===== config.mk =====
export PLATFORM = sky130hd
export DESIGN_NAME = gpib_port
export DESIGN_NICKNAME = d
export VERILOG_FILES = /design/src/gpib_port_pkg.sv /design/src/gpib_fifo.sv /design/src/gpib_port.sv
export SDC_FILE = /design/constraint.sdc
export NUM_CORES = 1
export LEC_CHECK = 0
export ABC_CLOCK_PERIOD_IN_PS = 3700
export BUFFER_PORTS_ARGS = -buffer_cell sky130_fd_sc_hd__buf_2
export CORE_UTILIZATION = 45
export CTS_CLUSTER_DIAMETER = 30
export DETAILED_ROUTE_END_ITERATION = 10
export SLEW_MARGIN = 10
export SYNTH_ARGS = -nofsm -noshare
export SYNTH_HDL_FRONTEND = slang
export SYNTH_SLANG_ARGS = --single-unit

===== constraint.sdc =====
create_clock -name i_mclk -period 3.7 [get_ports i_mclk]
set_clock_uncertainty 0.15 [all_clocks]
set_input_delay 0.37 -clock i_mclk [delete_from_list [all_inputs] [get_ports i_mclk]]
set_output_delay 0.37 -clock i_mclk [all_outputs]
set_load 0.03 [all_outputs]

===== src/gpib_port_pkg.sv =====
// Purpose: shared constants for the bus talker/listener port
// Assumes: bus lines sampled on i_mclk, 40 MHz
// Notes:   command codes are the standard interface message codes
package gpib_port_pkg;
  localparam int          DATA_W     = 8;
  localparam int          FIFO_DEPTH = 16;
  // command groups and codes, attention true
  localparam logic [7:0]  LAG_LO     = 8'h20;
  localparam logic [7:0]  LAG_UNL    = 8'h3f;
  localparam logic [7:0]  TAG_LO     = 8'h40;
  localparam logic [7:0]  TAG_UNT    = 8'h5f;
  localparam logic [7:0]  SCG_LO     = 8'h60;
  localparam logic [7:0]  CMD_GTL    = 8'h01;
  localparam logic [7:0]  CMD_SDC    = 8'h04;
  localparam logic [7:0]  CMD_GET    = 8'h08;
  localparam logic [7:0]  CMD_LLO    = 8'h11;
  localparam logic [7:0]  CMD_DCL    = 8'h14;
  localparam logic [7:0]  CMD_SPE    = 8'h18;
  localparam logic [7:0]  CMD_SPD    = 8'h19;
  localparam logic [7:0]  CMD_MASK   = 8'h7f;
  localparam logic [2:0]  GRP_SHIFT  = 3'h5;
  localparam logic [7:0]  STB_RESET  = 8'h20;  // status reads back as a blank
  localparam int          SRQ_BIT    = 6;      // seventh data line
  localparam logic [7:0]  TERM_CHAR  = 8'h0a;  // message terminator
  // source handshake settle time before data-valid
  localparam int          SETTLE_NS  = 100;
  localparam int          CLK_NS     = 25;
  localparam int          SETTLE_CYC = (SETTLE_NS + CLK_NS - 1) / CLK_NS;
  localparam logic [2:0]  SETTLE_MAX = 3'(SETTLE_CYC);

  typedef enum logic [3:0] {
    SH_IDLE = 4'b0001,
    SH_WAIT = 4'b0010,
    SH_DAV  = 4'b0100,
    SH_DONE = 4'b1000
  } src_state_e;
endpackage


===== src/gpib_fifo.sv =====
// Purpose: small flip-flop FIFO with valid/ready on both sides
// Assumes: single clock, synchronous reset
// Notes:   no bypass; one cycle from write to read
module gpib_fifo #(
  parameter int WIDTH = 8,
  parameter int DEPTH = 16
) (
  // clock and reset
  input  wire logic             i_mclk,
  input  wire logic             i_srst,
  // fill side
  input  wire logic             i_in_valid,
  output logic                  o_in_ready,
  input  wire logic [WIDTH-1:0] i_in_data,
  // drain side
  output logic                  o_out_valid,
  input  wire logic             i_out_ready,
  output logic      [WIDTH-1:0] o_out_data
);
  localparam int AW = $clog2(DEPTH);
  logic [WIDTH-1:0] mem [DEPTH];
  logic [AW-1:0]    wr_ptr;
  logic [AW-1:0]    rd_ptr;
  logic [AW:0]      count;
  logic [AW-1:0]    next_wr_ptr;
  logic [AW-1:0]    next_rd_ptr;
  logic [AW:0]      next_count;
  logic             push;
  logic             pop;

  assign o_in_ready  = (count != (AW+1)'(DEPTH));
  assign o_out_valid = (count != '0);
  assign push        = i_in_valid && o_in_ready;
  assign pop         = o_out_valid && i_out_ready;
  assign o_out_data  = mem[rd_ptr];

  // pointer arithmetic wraps at the depth
  always_comb begin
    next_wr_ptr = push ? ((wr_ptr == AW'(DEPTH-1)) ? '0 : wr_ptr + 1'b1) : wr_ptr;
    next_rd_ptr = pop ? ((rd_ptr == AW'(DEPTH-1)) ? '0 : rd_ptr + 1'b1) : rd_ptr;
    next_count  = count + (AW+1)'(push) - (AW+1)'(pop);
  end

  always_ff @(posedge i_mclk) begin
    if (i_srst) begin
      wr_ptr <= '0;
      rd_ptr <= '0;
      count  <= '0;
    end else begin
      wr_ptr <= next_wr_ptr;
      rd_ptr <= next_rd_ptr;
      count  <= next_count;
    end
    if (push) begin
      mem[wr_ptr] <= i_in_data;
    end
  end
endmodule


===== src/gpib_port.sv =====
// Purpose: instrument talker/listener port on the parallel instrument bus
// Assumes: bus pins arrive as levels, negative true; inputs sync to i_mclk
// Notes:   received data passes through a 16 word FIFO to the parser
module gpib_port
  import gpib_port_pkg::*;
(
  // clock and reset
  input  wire logic              i_mclk,
  input  wire logic              i_srst,
  // bus data lines, low true
  input  wire logic [DATA_W-1:0] i_dio_n,
  output logic      [DATA_W-1:0] o_dio_n,
  output logic      [DATA_W-1:0] o_dio_oe,
  // bus handshake lines, low true, open drain
  input  wire logic              i_dav_n,
  output logic                   o_dav_oe,
  input  wire logic              i_nrfd_n,
  output logic                   o_nrfd_oe,
  input  wire logic              i_ndac_n,
  output logic                   o_ndac_oe,
  // bus control lines, low true
  input  wire logic              i_atn_n,
  input  wire logic              i_ren_n,
  input  wire logic              i_ifc_n,
  input  wire logic              i_eoi_n,
  output logic                   o_eoi_oe,
  output logic                   o_srq_oe,
  // instrument side
  input  wire logic [4:0]        i_my_addr,
  input  wire logic              i_front_panel_local_key,
  input  wire logic              i_srq_request,
  input  wire logic [DATA_W-1:0] i_status,
  // received data to parser
  output logic                   o_rx_valid,
  input  wire logic              i_rx_ready,
  output logic      [DATA_W-1:0] o_rx_data,
  // talk data from instrument; i_tx_last sends TERM_CHAR with end flag in place of i_tx_data
  input  wire logic              i_tx_valid,
  output logic                   o_tx_ready,
  input  wire logic [DATA_W-1:0] i_tx_data,
  input  wire logic              i_tx_last,
  // status outputs
  output logic                   o_remote,
  output logic                   o_lockout,
  output logic                   o_listen,
  output logic                   o_talk,
  output logic                   o_dev_clear,
  output logic                   o_trigger,
  output logic                   o_panel_enable
);
  import gpib_port_pkg::*;

  // three-stage: two-flop sync plus one stable sample
  localparam int NSYNC = DATA_W + 6;
  logic [NSYNC-1:0] s1, s2, s3;
  logic [NSYNC-1:0] raw;
  logic [DATA_W-1:0] dio;
  logic atn, dav, nrfd, ndac, ren, ifc, eoi;

  // bus lines inverted to true-high, then synchronised
  assign raw = ~{i_dio_n, i_atn_n, i_dav_n, i_nrfd_n, i_ndac_n, i_ren_n, i_ifc_n};
  always_ff @(posedge i_mclk) begin
    if (i_srst) begin
      s1 <= '0;
      s2 <= '0;
      s3 <= '0;
    end else begin
      s1 <= raw;
      s2 <= s1;
      s3 <= s2;
    end
  end
  // data, attention and data-valid must agree in two samples; our own
  // nrfd/ndac pulls are left out so they cannot break a byte being held
  always_comb begin
    {dio, atn, dav, nrfd, ndac, ren, ifc} = s3;
    if (s2[NSYNC-1 -: DATA_W+2] != s3[NSYNC-1 -: DATA_W+2]) begin
      dav = 1'b0;
    end
  end
  logic eoi_s1, eoi_s2;
  always_ff @(posedge i_mclk) begin
    if (i_srst) begin
      eoi_s1 <= 1'b0;
      eoi_s2 <= 1'b0;
    end else begin
      eoi_s1 <= ~i_eoi_n;
      eoi_s2 <= eoi_s1;
    end
  end
  assign eoi = eoi_s2;

  function automatic logic [2:0] grp(input logic [7:0] b);
    grp = 3'((b & CMD_MASK) >> GRP_SHIFT);
  endfunction

  // ---------------- state ----------------
  logic lacs, tacs, spas, rem, llo, acc_busy, term_pend, srq_st, stb_read;
  logic next_lacs, next_tacs, next_spas, next_rem, next_llo;
  logic next_acc_busy, next_term_pend, next_srq_st;
  logic dclr, trig, next_dclr, next_trig;
  logic [7:0] cmd;
  logic       new_byte;
  logic       fifo_in_valid, fifo_in_ready;
  logic [7:0] fifo_in_data;

  assign cmd      = dio & CMD_MASK;
  // acceptor takes a byte when data-valid rises and it is not mid-byte
  assign new_byte = dav && !acc_busy && (atn || (lacs && fifo_in_ready));

  // acceptor, addressing, remote and clear logic
  always_comb begin
    next_lacs      = lacs;
    next_tacs      = tacs;
    next_spas      = spas;
    next_rem       = rem;
    next_llo       = llo;
    next_dclr      = 1'b0;
    next_trig      = 1'b0;
    next_term_pend = term_pend;
    next_acc_busy  = acc_busy ? dav : new_byte;
    fifo_in_valid  = 1'b0;
    fifo_in_data   = dio;
    if (term_pend) begin
      fifo_in_valid = 1'b1;
      fifo_in_data  = TERM_CHAR;
      if (fifo_in_ready) next_term_pend = 1'b0;
    end else if (new_byte && !atn) begin
      fifo_in_valid  = 1'b1;
      next_term_pend = eoi;
    end
    if (new_byte && atn) begin
      case (grp(cmd))
        3'h0: begin
          if (cmd == CMD_DCL) next_dclr = 1'b1;
          if (cmd == CMD_LLO) next_llo  = 1'b1;
          if (cmd == CMD_SPE) next_spas = 1'b1;
          if (cmd == CMD_SPD) next_spas = 1'b0;
          if (lacs && cmd == CMD_GTL) next_rem  = 1'b0;
          if (lacs && cmd == CMD_SDC) next_dclr = 1'b1;
          if (lacs && cmd == CMD_GET) next_trig = 1'b1;
        end
        3'h1: begin
          if (cmd == LAG_UNL) next_lacs = 1'b0;
          else if (cmd[4:0] == i_my_addr) begin
            next_lacs = 1'b1;
            if (ren) next_rem = 1'b1;
          end
        end
        3'h2: begin
          if (cmd == TAG_UNT) next_tacs = 1'b0;
          else next_tacs = (cmd[4:0] == i_my_addr);
        end
        default: ;
      endcase
    end
    if (!ren) begin
      next_rem = 1'b0;
      next_llo = 1'b0;
    end else if (i_front_panel_local_key && !llo) begin
      next_rem = 1'b0;
    end
  end

  always_ff @(posedge i_mclk) begin
    if (i_srst || ifc) begin
      lacs      <= 1'b0;
      tacs      <= 1'b0;
      spas      <= 1'b0;
      rem       <= 1'b0;
      llo       <= 1'b0;
      acc_busy  <= 1'b0;
      term_pend <= 1'b0;
      dclr      <= 1'b0;
      trig      <= 1'b0;
    end else begin
      lacs      <= next_lacs;
      tacs      <= next_tacs;
      spas      <= next_spas;
      rem       <= next_rem;
      llo       <= next_llo;
      acc_busy  <= next_acc_busy;
      term_pend <= next_term_pend;
      dclr      <= next_dclr;
      trig      <= next_trig;
    end
  end

  // ---------------- source handshake ----------------
  src_state_e sh, next_sh;
  logic [2:0] settle, next_settle;
  logic [7:0] tx_byte, next_tx_byte;
  logic       tx_eoi, next_tx_eoi;
  logic       talking;
  assign talking    = tacs && !atn;
  assign o_tx_ready = talking && !spas && sh == SH_IDLE;
  assign stb_read   = spas && sh == SH_DONE && !ndac;

  always_comb begin
    next_sh      = sh;
    next_settle  = settle;
    next_tx_byte = tx_byte;
    next_tx_eoi  = tx_eoi;
    case (sh)
      SH_IDLE: begin
        if (talking && spas) begin
          next_tx_byte = i_status;
          next_tx_byte[SRQ_BIT] = srq_st;
          next_tx_eoi  = 1'b0;
          next_sh      = SH_WAIT;
        end else if (talking && i_tx_valid) begin
          next_tx_byte = i_tx_last ? TERM_CHAR : i_tx_data;
          next_tx_eoi  = i_tx_last;
          next_sh      = SH_WAIT;
        end
        next_settle = '0;
      end
      SH_WAIT: begin
        // data is out; wait for listeners ready and settle time
        if (!talking) next_sh = SH_IDLE;
        else if (nrfd || settle != SETTLE_MAX) begin
          if (settle != SETTLE_MAX) next_settle = settle + 3'h1;
        end else next_sh = SH_DAV;
      end
      SH_DAV: begin
        if (!talking) next_sh = SH_IDLE;
        else if (!ndac) next_sh = SH_DONE;
      end
      SH_DONE: next_sh = SH_IDLE;
      default: next_sh = SH_IDLE;
    endcase
  end

  always_ff @(posedge i_mclk) begin
    if (i_srst || ifc) begin
      sh      <= SH_IDLE;
      settle  <= '0;
      tx_byte <= '0;
      tx_eoi  <= 1'b0;
    end else begin
      sh      <= next_sh;
      settle  <= next_settle;
      tx_byte <= next_tx_byte;
      tx_eoi  <= next_tx_eoi;
    end
  end

  // service request: set wins over the clear by reading
  always_comb begin
    next_srq_st = srq_st;
    if (stb_read) next_srq_st = 1'b0;
    if (i_srq_request) next_srq_st = 1'b1;
  end
  always_ff @(posedge i_mclk) begin
    if (i_srst) srq_st <= 1'b0;
    else srq_st <= next_srq_st;
  end

  // ---------------- pin drive, open-drain style ----------------
  logic drive_data;
  assign drive_data = (sh == SH_WAIT || sh == SH_DAV) && talking;
  assign o_dio_n   = ~tx_byte;
  assign o_dio_oe  = drive_data ? tx_byte : '0;
  assign o_dav_oe  = (sh == SH_DAV) && talking;
  // listener holds not-ready while busy or buffer full
  assign o_nrfd_oe = (lacs || atn) && (acc_busy || (!atn && (!fifo_in_ready || term_pend)));
  // not-accepted low until byte taken
  assign o_ndac_oe = (lacs || atn) && !acc_busy && !new_byte;
  assign o_eoi_oe  = tx_eoi && drive_data;
  assign o_srq_oe  = srq_st;

  gpib_fifo #(.WIDTH(DATA_W), .DEPTH(FIFO_DEPTH)) u_rx_fifo (
    .i_mclk      (i_mclk),
    .i_srst      (i_srst),
    .i_in_valid  (fifo_in_valid),
    .o_in_ready  (fifo_in_ready),
    .i_in_data   (fifo_in_data),
    .o_out_valid (o_rx_valid),
    .i_out_ready (i_rx_ready),
    .o_out_data  (o_rx_data)
  );

  assign o_remote       = rem;
  assign o_lockout      = llo;
  assign o_listen       = lacs;
  assign o_talk         = tacs;
  assign o_dev_clear    = dclr;
  assign o_trigger      = trig;
  assign o_panel_enable = !rem;
endmodule


==> results.py <==
metrics = {
    "clock_tree": {
        "clkLatencyLatePin_ps": 500,
        "cts_tree": "done",
        "cts_root_buffer": "clkbuf_16",
        "post_cts_resized": 0,
        "cts_hold_buf": 16,
        "postCtsSetupBuffers": 0,
        "clk_pin_slew_ps": 50,
        "htreeDepth": 2,
        "numCtsBuffers": 39,
        "clock_path_buffers": 3,
        "clock-sinks": 215,
    },
    "run_status": {
        "status": "completed",
    },
    "timing": {
        "fin_crit_ps": 3240,
        "slew_headroom_pct": 26.3,
        "worst_slack_ps": 464,
        "setup-violations-final": 0,
        "clock.fmax_ghz": 0.309,
        "period_share_pct": 87.5,
        "drv_slew": 0,
        "final.setup.tns_ps": 0,
        "rsz0062_at_grt": "no",
        "tightest_slew_ps": 1100,
        "hold_violations": 0,
        "holdWs_ps": 37.9,
    },
    "setup_path": {
        "critPathArrivalTime_ps": 2720,
        "crit_cells": 4,
        "cp_max_fo": 15,
        "critPathKind": "flip-flop to output pin",
        "r2r-end": "u_rx_fifo.count[4]$_SDFF_PP0_",
        "crit_path_max_incr_delay_ps": 740,
        "cpLargestDelayFamily": "multiplexers",
        "critPathBufInv": 2,
        "crit_top_cell": "mux4_2",
        "critPathCaptureType": "output pin",
        "reg2reg_slack_ps": 470,
        "r2r_start": "u_rx_fifo.count[3]$_SDFF_PP0_",
        "worstRegToRegCells": 14,
        "crit_slowest_cell": "dfxtp_2",
        "crit_path_end": "o_rx_data[5]",
        "cp-start-kind": "flip-flop",
        "cp.required_ps": 3180,
        "crit_chain": "buf_4 -> mux4_2 -> mux4_2 -> buf_2",
    },
    "place": {
        "place_inst": 904,
        "preCtsSetupSlack_ps": 465,
        "portBuffers": 79,
        "gp_congestion": 0.782,
        "dpl.hpwl_um": 11400,
        "placed_area_um2": 9240,
    },
    "finish": {
        "fin_util_pct": 57.4,
        "drive_gt1_share_pct": 27.5,
        "fin_area_um2": 10800,
        "antenna_cells": 0,
        "mostFrequentLayoutCell": "edfxtp_1",
        "final_cells": 990,
        "area_growth_syn_to_layout_pct": 24.7,
        "multiInputGateArea_um2": 2800,
        "layout_common_cells": "edfxtp_1 (128), dfxtp_1 (86), buf_2 (79)",
        "fillers": 1530,
        "register_area_um2": 5590,
        "num-nets-final": 784,
    },
    "routing": {
        "topRoutingLayerUsed": "met4",
        "vias": 5211,
        "met3_length_um": 706,
        "first_pass_iters": 4,
        "wl_per_cell_um": 17.4,
        "via_per_inst": 5.26,
        "postRouteAntennaNets": 0,
        "wl_met2_um": 8790,
        "drcViolationCount": 0,
        "dr.first_iter.drc_count": 353,
        "drt-total-wl_um": 17200,
        "wl_met1_um": 7410,
    },
    "synthesis": {
        "post-synth-top-area-fraction_pct": 44.5,
        "synth_area_leader_cell": "edfxtp_1",
        "synthFlopType": "edfxtp_1",
        "synthTopCellsByArea": "edfxtp_1 (45%), dfxtp_1 (20%), mux4_2 (10%)",
        "netlist_instances": 614,
        "ys_seq_elements": 215,
        "synth_cell_types": 51,
        "synth-seq-area-share_pct": 64.7,
        "yosysWarnings": 0,
        "avgSynthCellArea_um2": 14.1,
        "synth_enable_flop_cells": 128,
        "netlist_area_um2": 8630,
        "async_flop_share_pct": 0,
        "synth_fp_nets": 671,
    },
    "global_route": {
        "antenna_found_initial": 0,
        "grt_pass1_wl_um": 27300,
        "grt_remaining_overflow": 0,
        "grt_pass1_vias": 5362,
        "grt_start_max_net_pins": 50,
        "track_usage_pct": 18.0,
    },
    "floorplan": {
        "chipWidth_um": 140,
        "core_area_um2": 18800,
        "num_rows": 50,
        "io_pins": 81,
        "dieArea_um2": 19700,
        "die_height_um": 140,
        "initial_utilization_pct": 46.0,
    },
    "pwr": {
        "ir_drop_mv": 0.419,
        "p_total_mw": 7.10,
        "p_sw_share_pct": 23.7,
        "power_switching_mw": 1.68,
        "pwr-share-clk_pct": 50.9,
        "power.density_nw_per_um2": 660,
        "p_leak_nw": 4.00,
        "pwr-share-seq_pct": 37.5,
        "power_frac_comb_pct": 11.6,
        "internal_power_mw": 5.42,
    },
    "hold_path": {
        "hold_class": "primary input to flip-flop",
    },
    "job": {
        "drv_cap": 0,
    },
}
## sequential cells by signal (all words and copies together), names as in the netlist, 5 cells and up, named ones only
name / flops
u_rx_fifo.count: 5
s1: 14
u_rx_fifo.mem: 128
s2: 14
s3: 14
tx_byte: 8
## logic make-up (layout without fill, tap and decap cells)
| logic type | count (synthesis) | after routing | synth area share, % |
|---|---|---|---|
| adder cells (fa/ha/maj) | 14 | 14 | 2.12 |
| buffers and inverters | 59 | 201 | 2.90 |
| AND/OR/NAND/NOR | 205 | 205 | 13.2 |
| AO/OA/AOI/OAI | 56 | 56 | 4.00 |
| XOR/XNOR | 19 | 19 | 1.93 |
| multiplexers | 46 | 46 | 11.2 |
| flip-flops | 215 | 215 | 64.7 |
## cell usage after synthesis, types with 3 or more instances
master,instances
a211oi_1,7
a21oi_1,25
and2_1,4
and3_1,17
buf_1,5
buf_2,8
clkbuf_1,14
dfxtp_1,87
edfxtp_1,128
ha_1,13
inv_1,29
mux2i_1,4
mux4_2,40
nand2_1,19
nand2b_1,10
nand3_1,9
nand4_1,4
nor2_1,60
nor2b_1,42
nor3_1,6
nor3b_1,7
nor4_1,3
o211ai_1,3
o21ai_0,8
o31ai_1,3
or2_2,5
or3_1,6
xnor2_1,7
xor2_1,12
## worst min path at each step
stage,start,end,slack (ps),cells past startpoint
after global placement,s1[0]$_SDFF_PP0_,s2[0]$_SDFF_PP0_,270,1
after floorplan,eoi_s1$_SDFF_PP0_,eoi$_SDFF_PP0_,260,1
after CTS,i_front_panel_local_key,o_remote$_SDFFE_PP0P_,20,3
after detailed placement,s2[1]$_SDFF_PP0_,s3[1]$_SDFF_PP0_,280,1
final,i_front_panel_local_key,o_remote$_SDFFE_PP0P_,40,3
after global routing,i_front_panel_local_key,o_remote$_SDFFE_PP0P_,60,3
## final cells by class
class / count / area share (%)
flip-flops and latches: 215 / 51.9
inverters: 29 / 1.01
clock buffers: 46 / 9.80
multi-input cells: 340 / 26.0
well taps: 234 / 2.72
repair buffers: 102 / 5.77
clock inverters: 24 / 2.84
## metal layers
metal	global-route usage, %	vias up
li1	-	2484
met1	22.2	2586
met2	31.3	112
met3	4.07	29
met4	6.35	0
met5	0	-
## power by group through the flow
stage                     logic, mW  registers (mW)  clock network [mW]
after global placement        0.795            2.71                   0
after detailed placement      0.826            2.71                   0
after floorplan               0.652            2.66                   0
final                         0.826            2.66                3.62
after CTS                     0.844            2.67                3.68
after global routing          0.906            2.67                3.79
## worst min-delay path: stages
cell and delay (ps):
buf_2 80, a21oi_1 50, and3_1 140
Note: power is estimated with default switching activity, not from simulation.
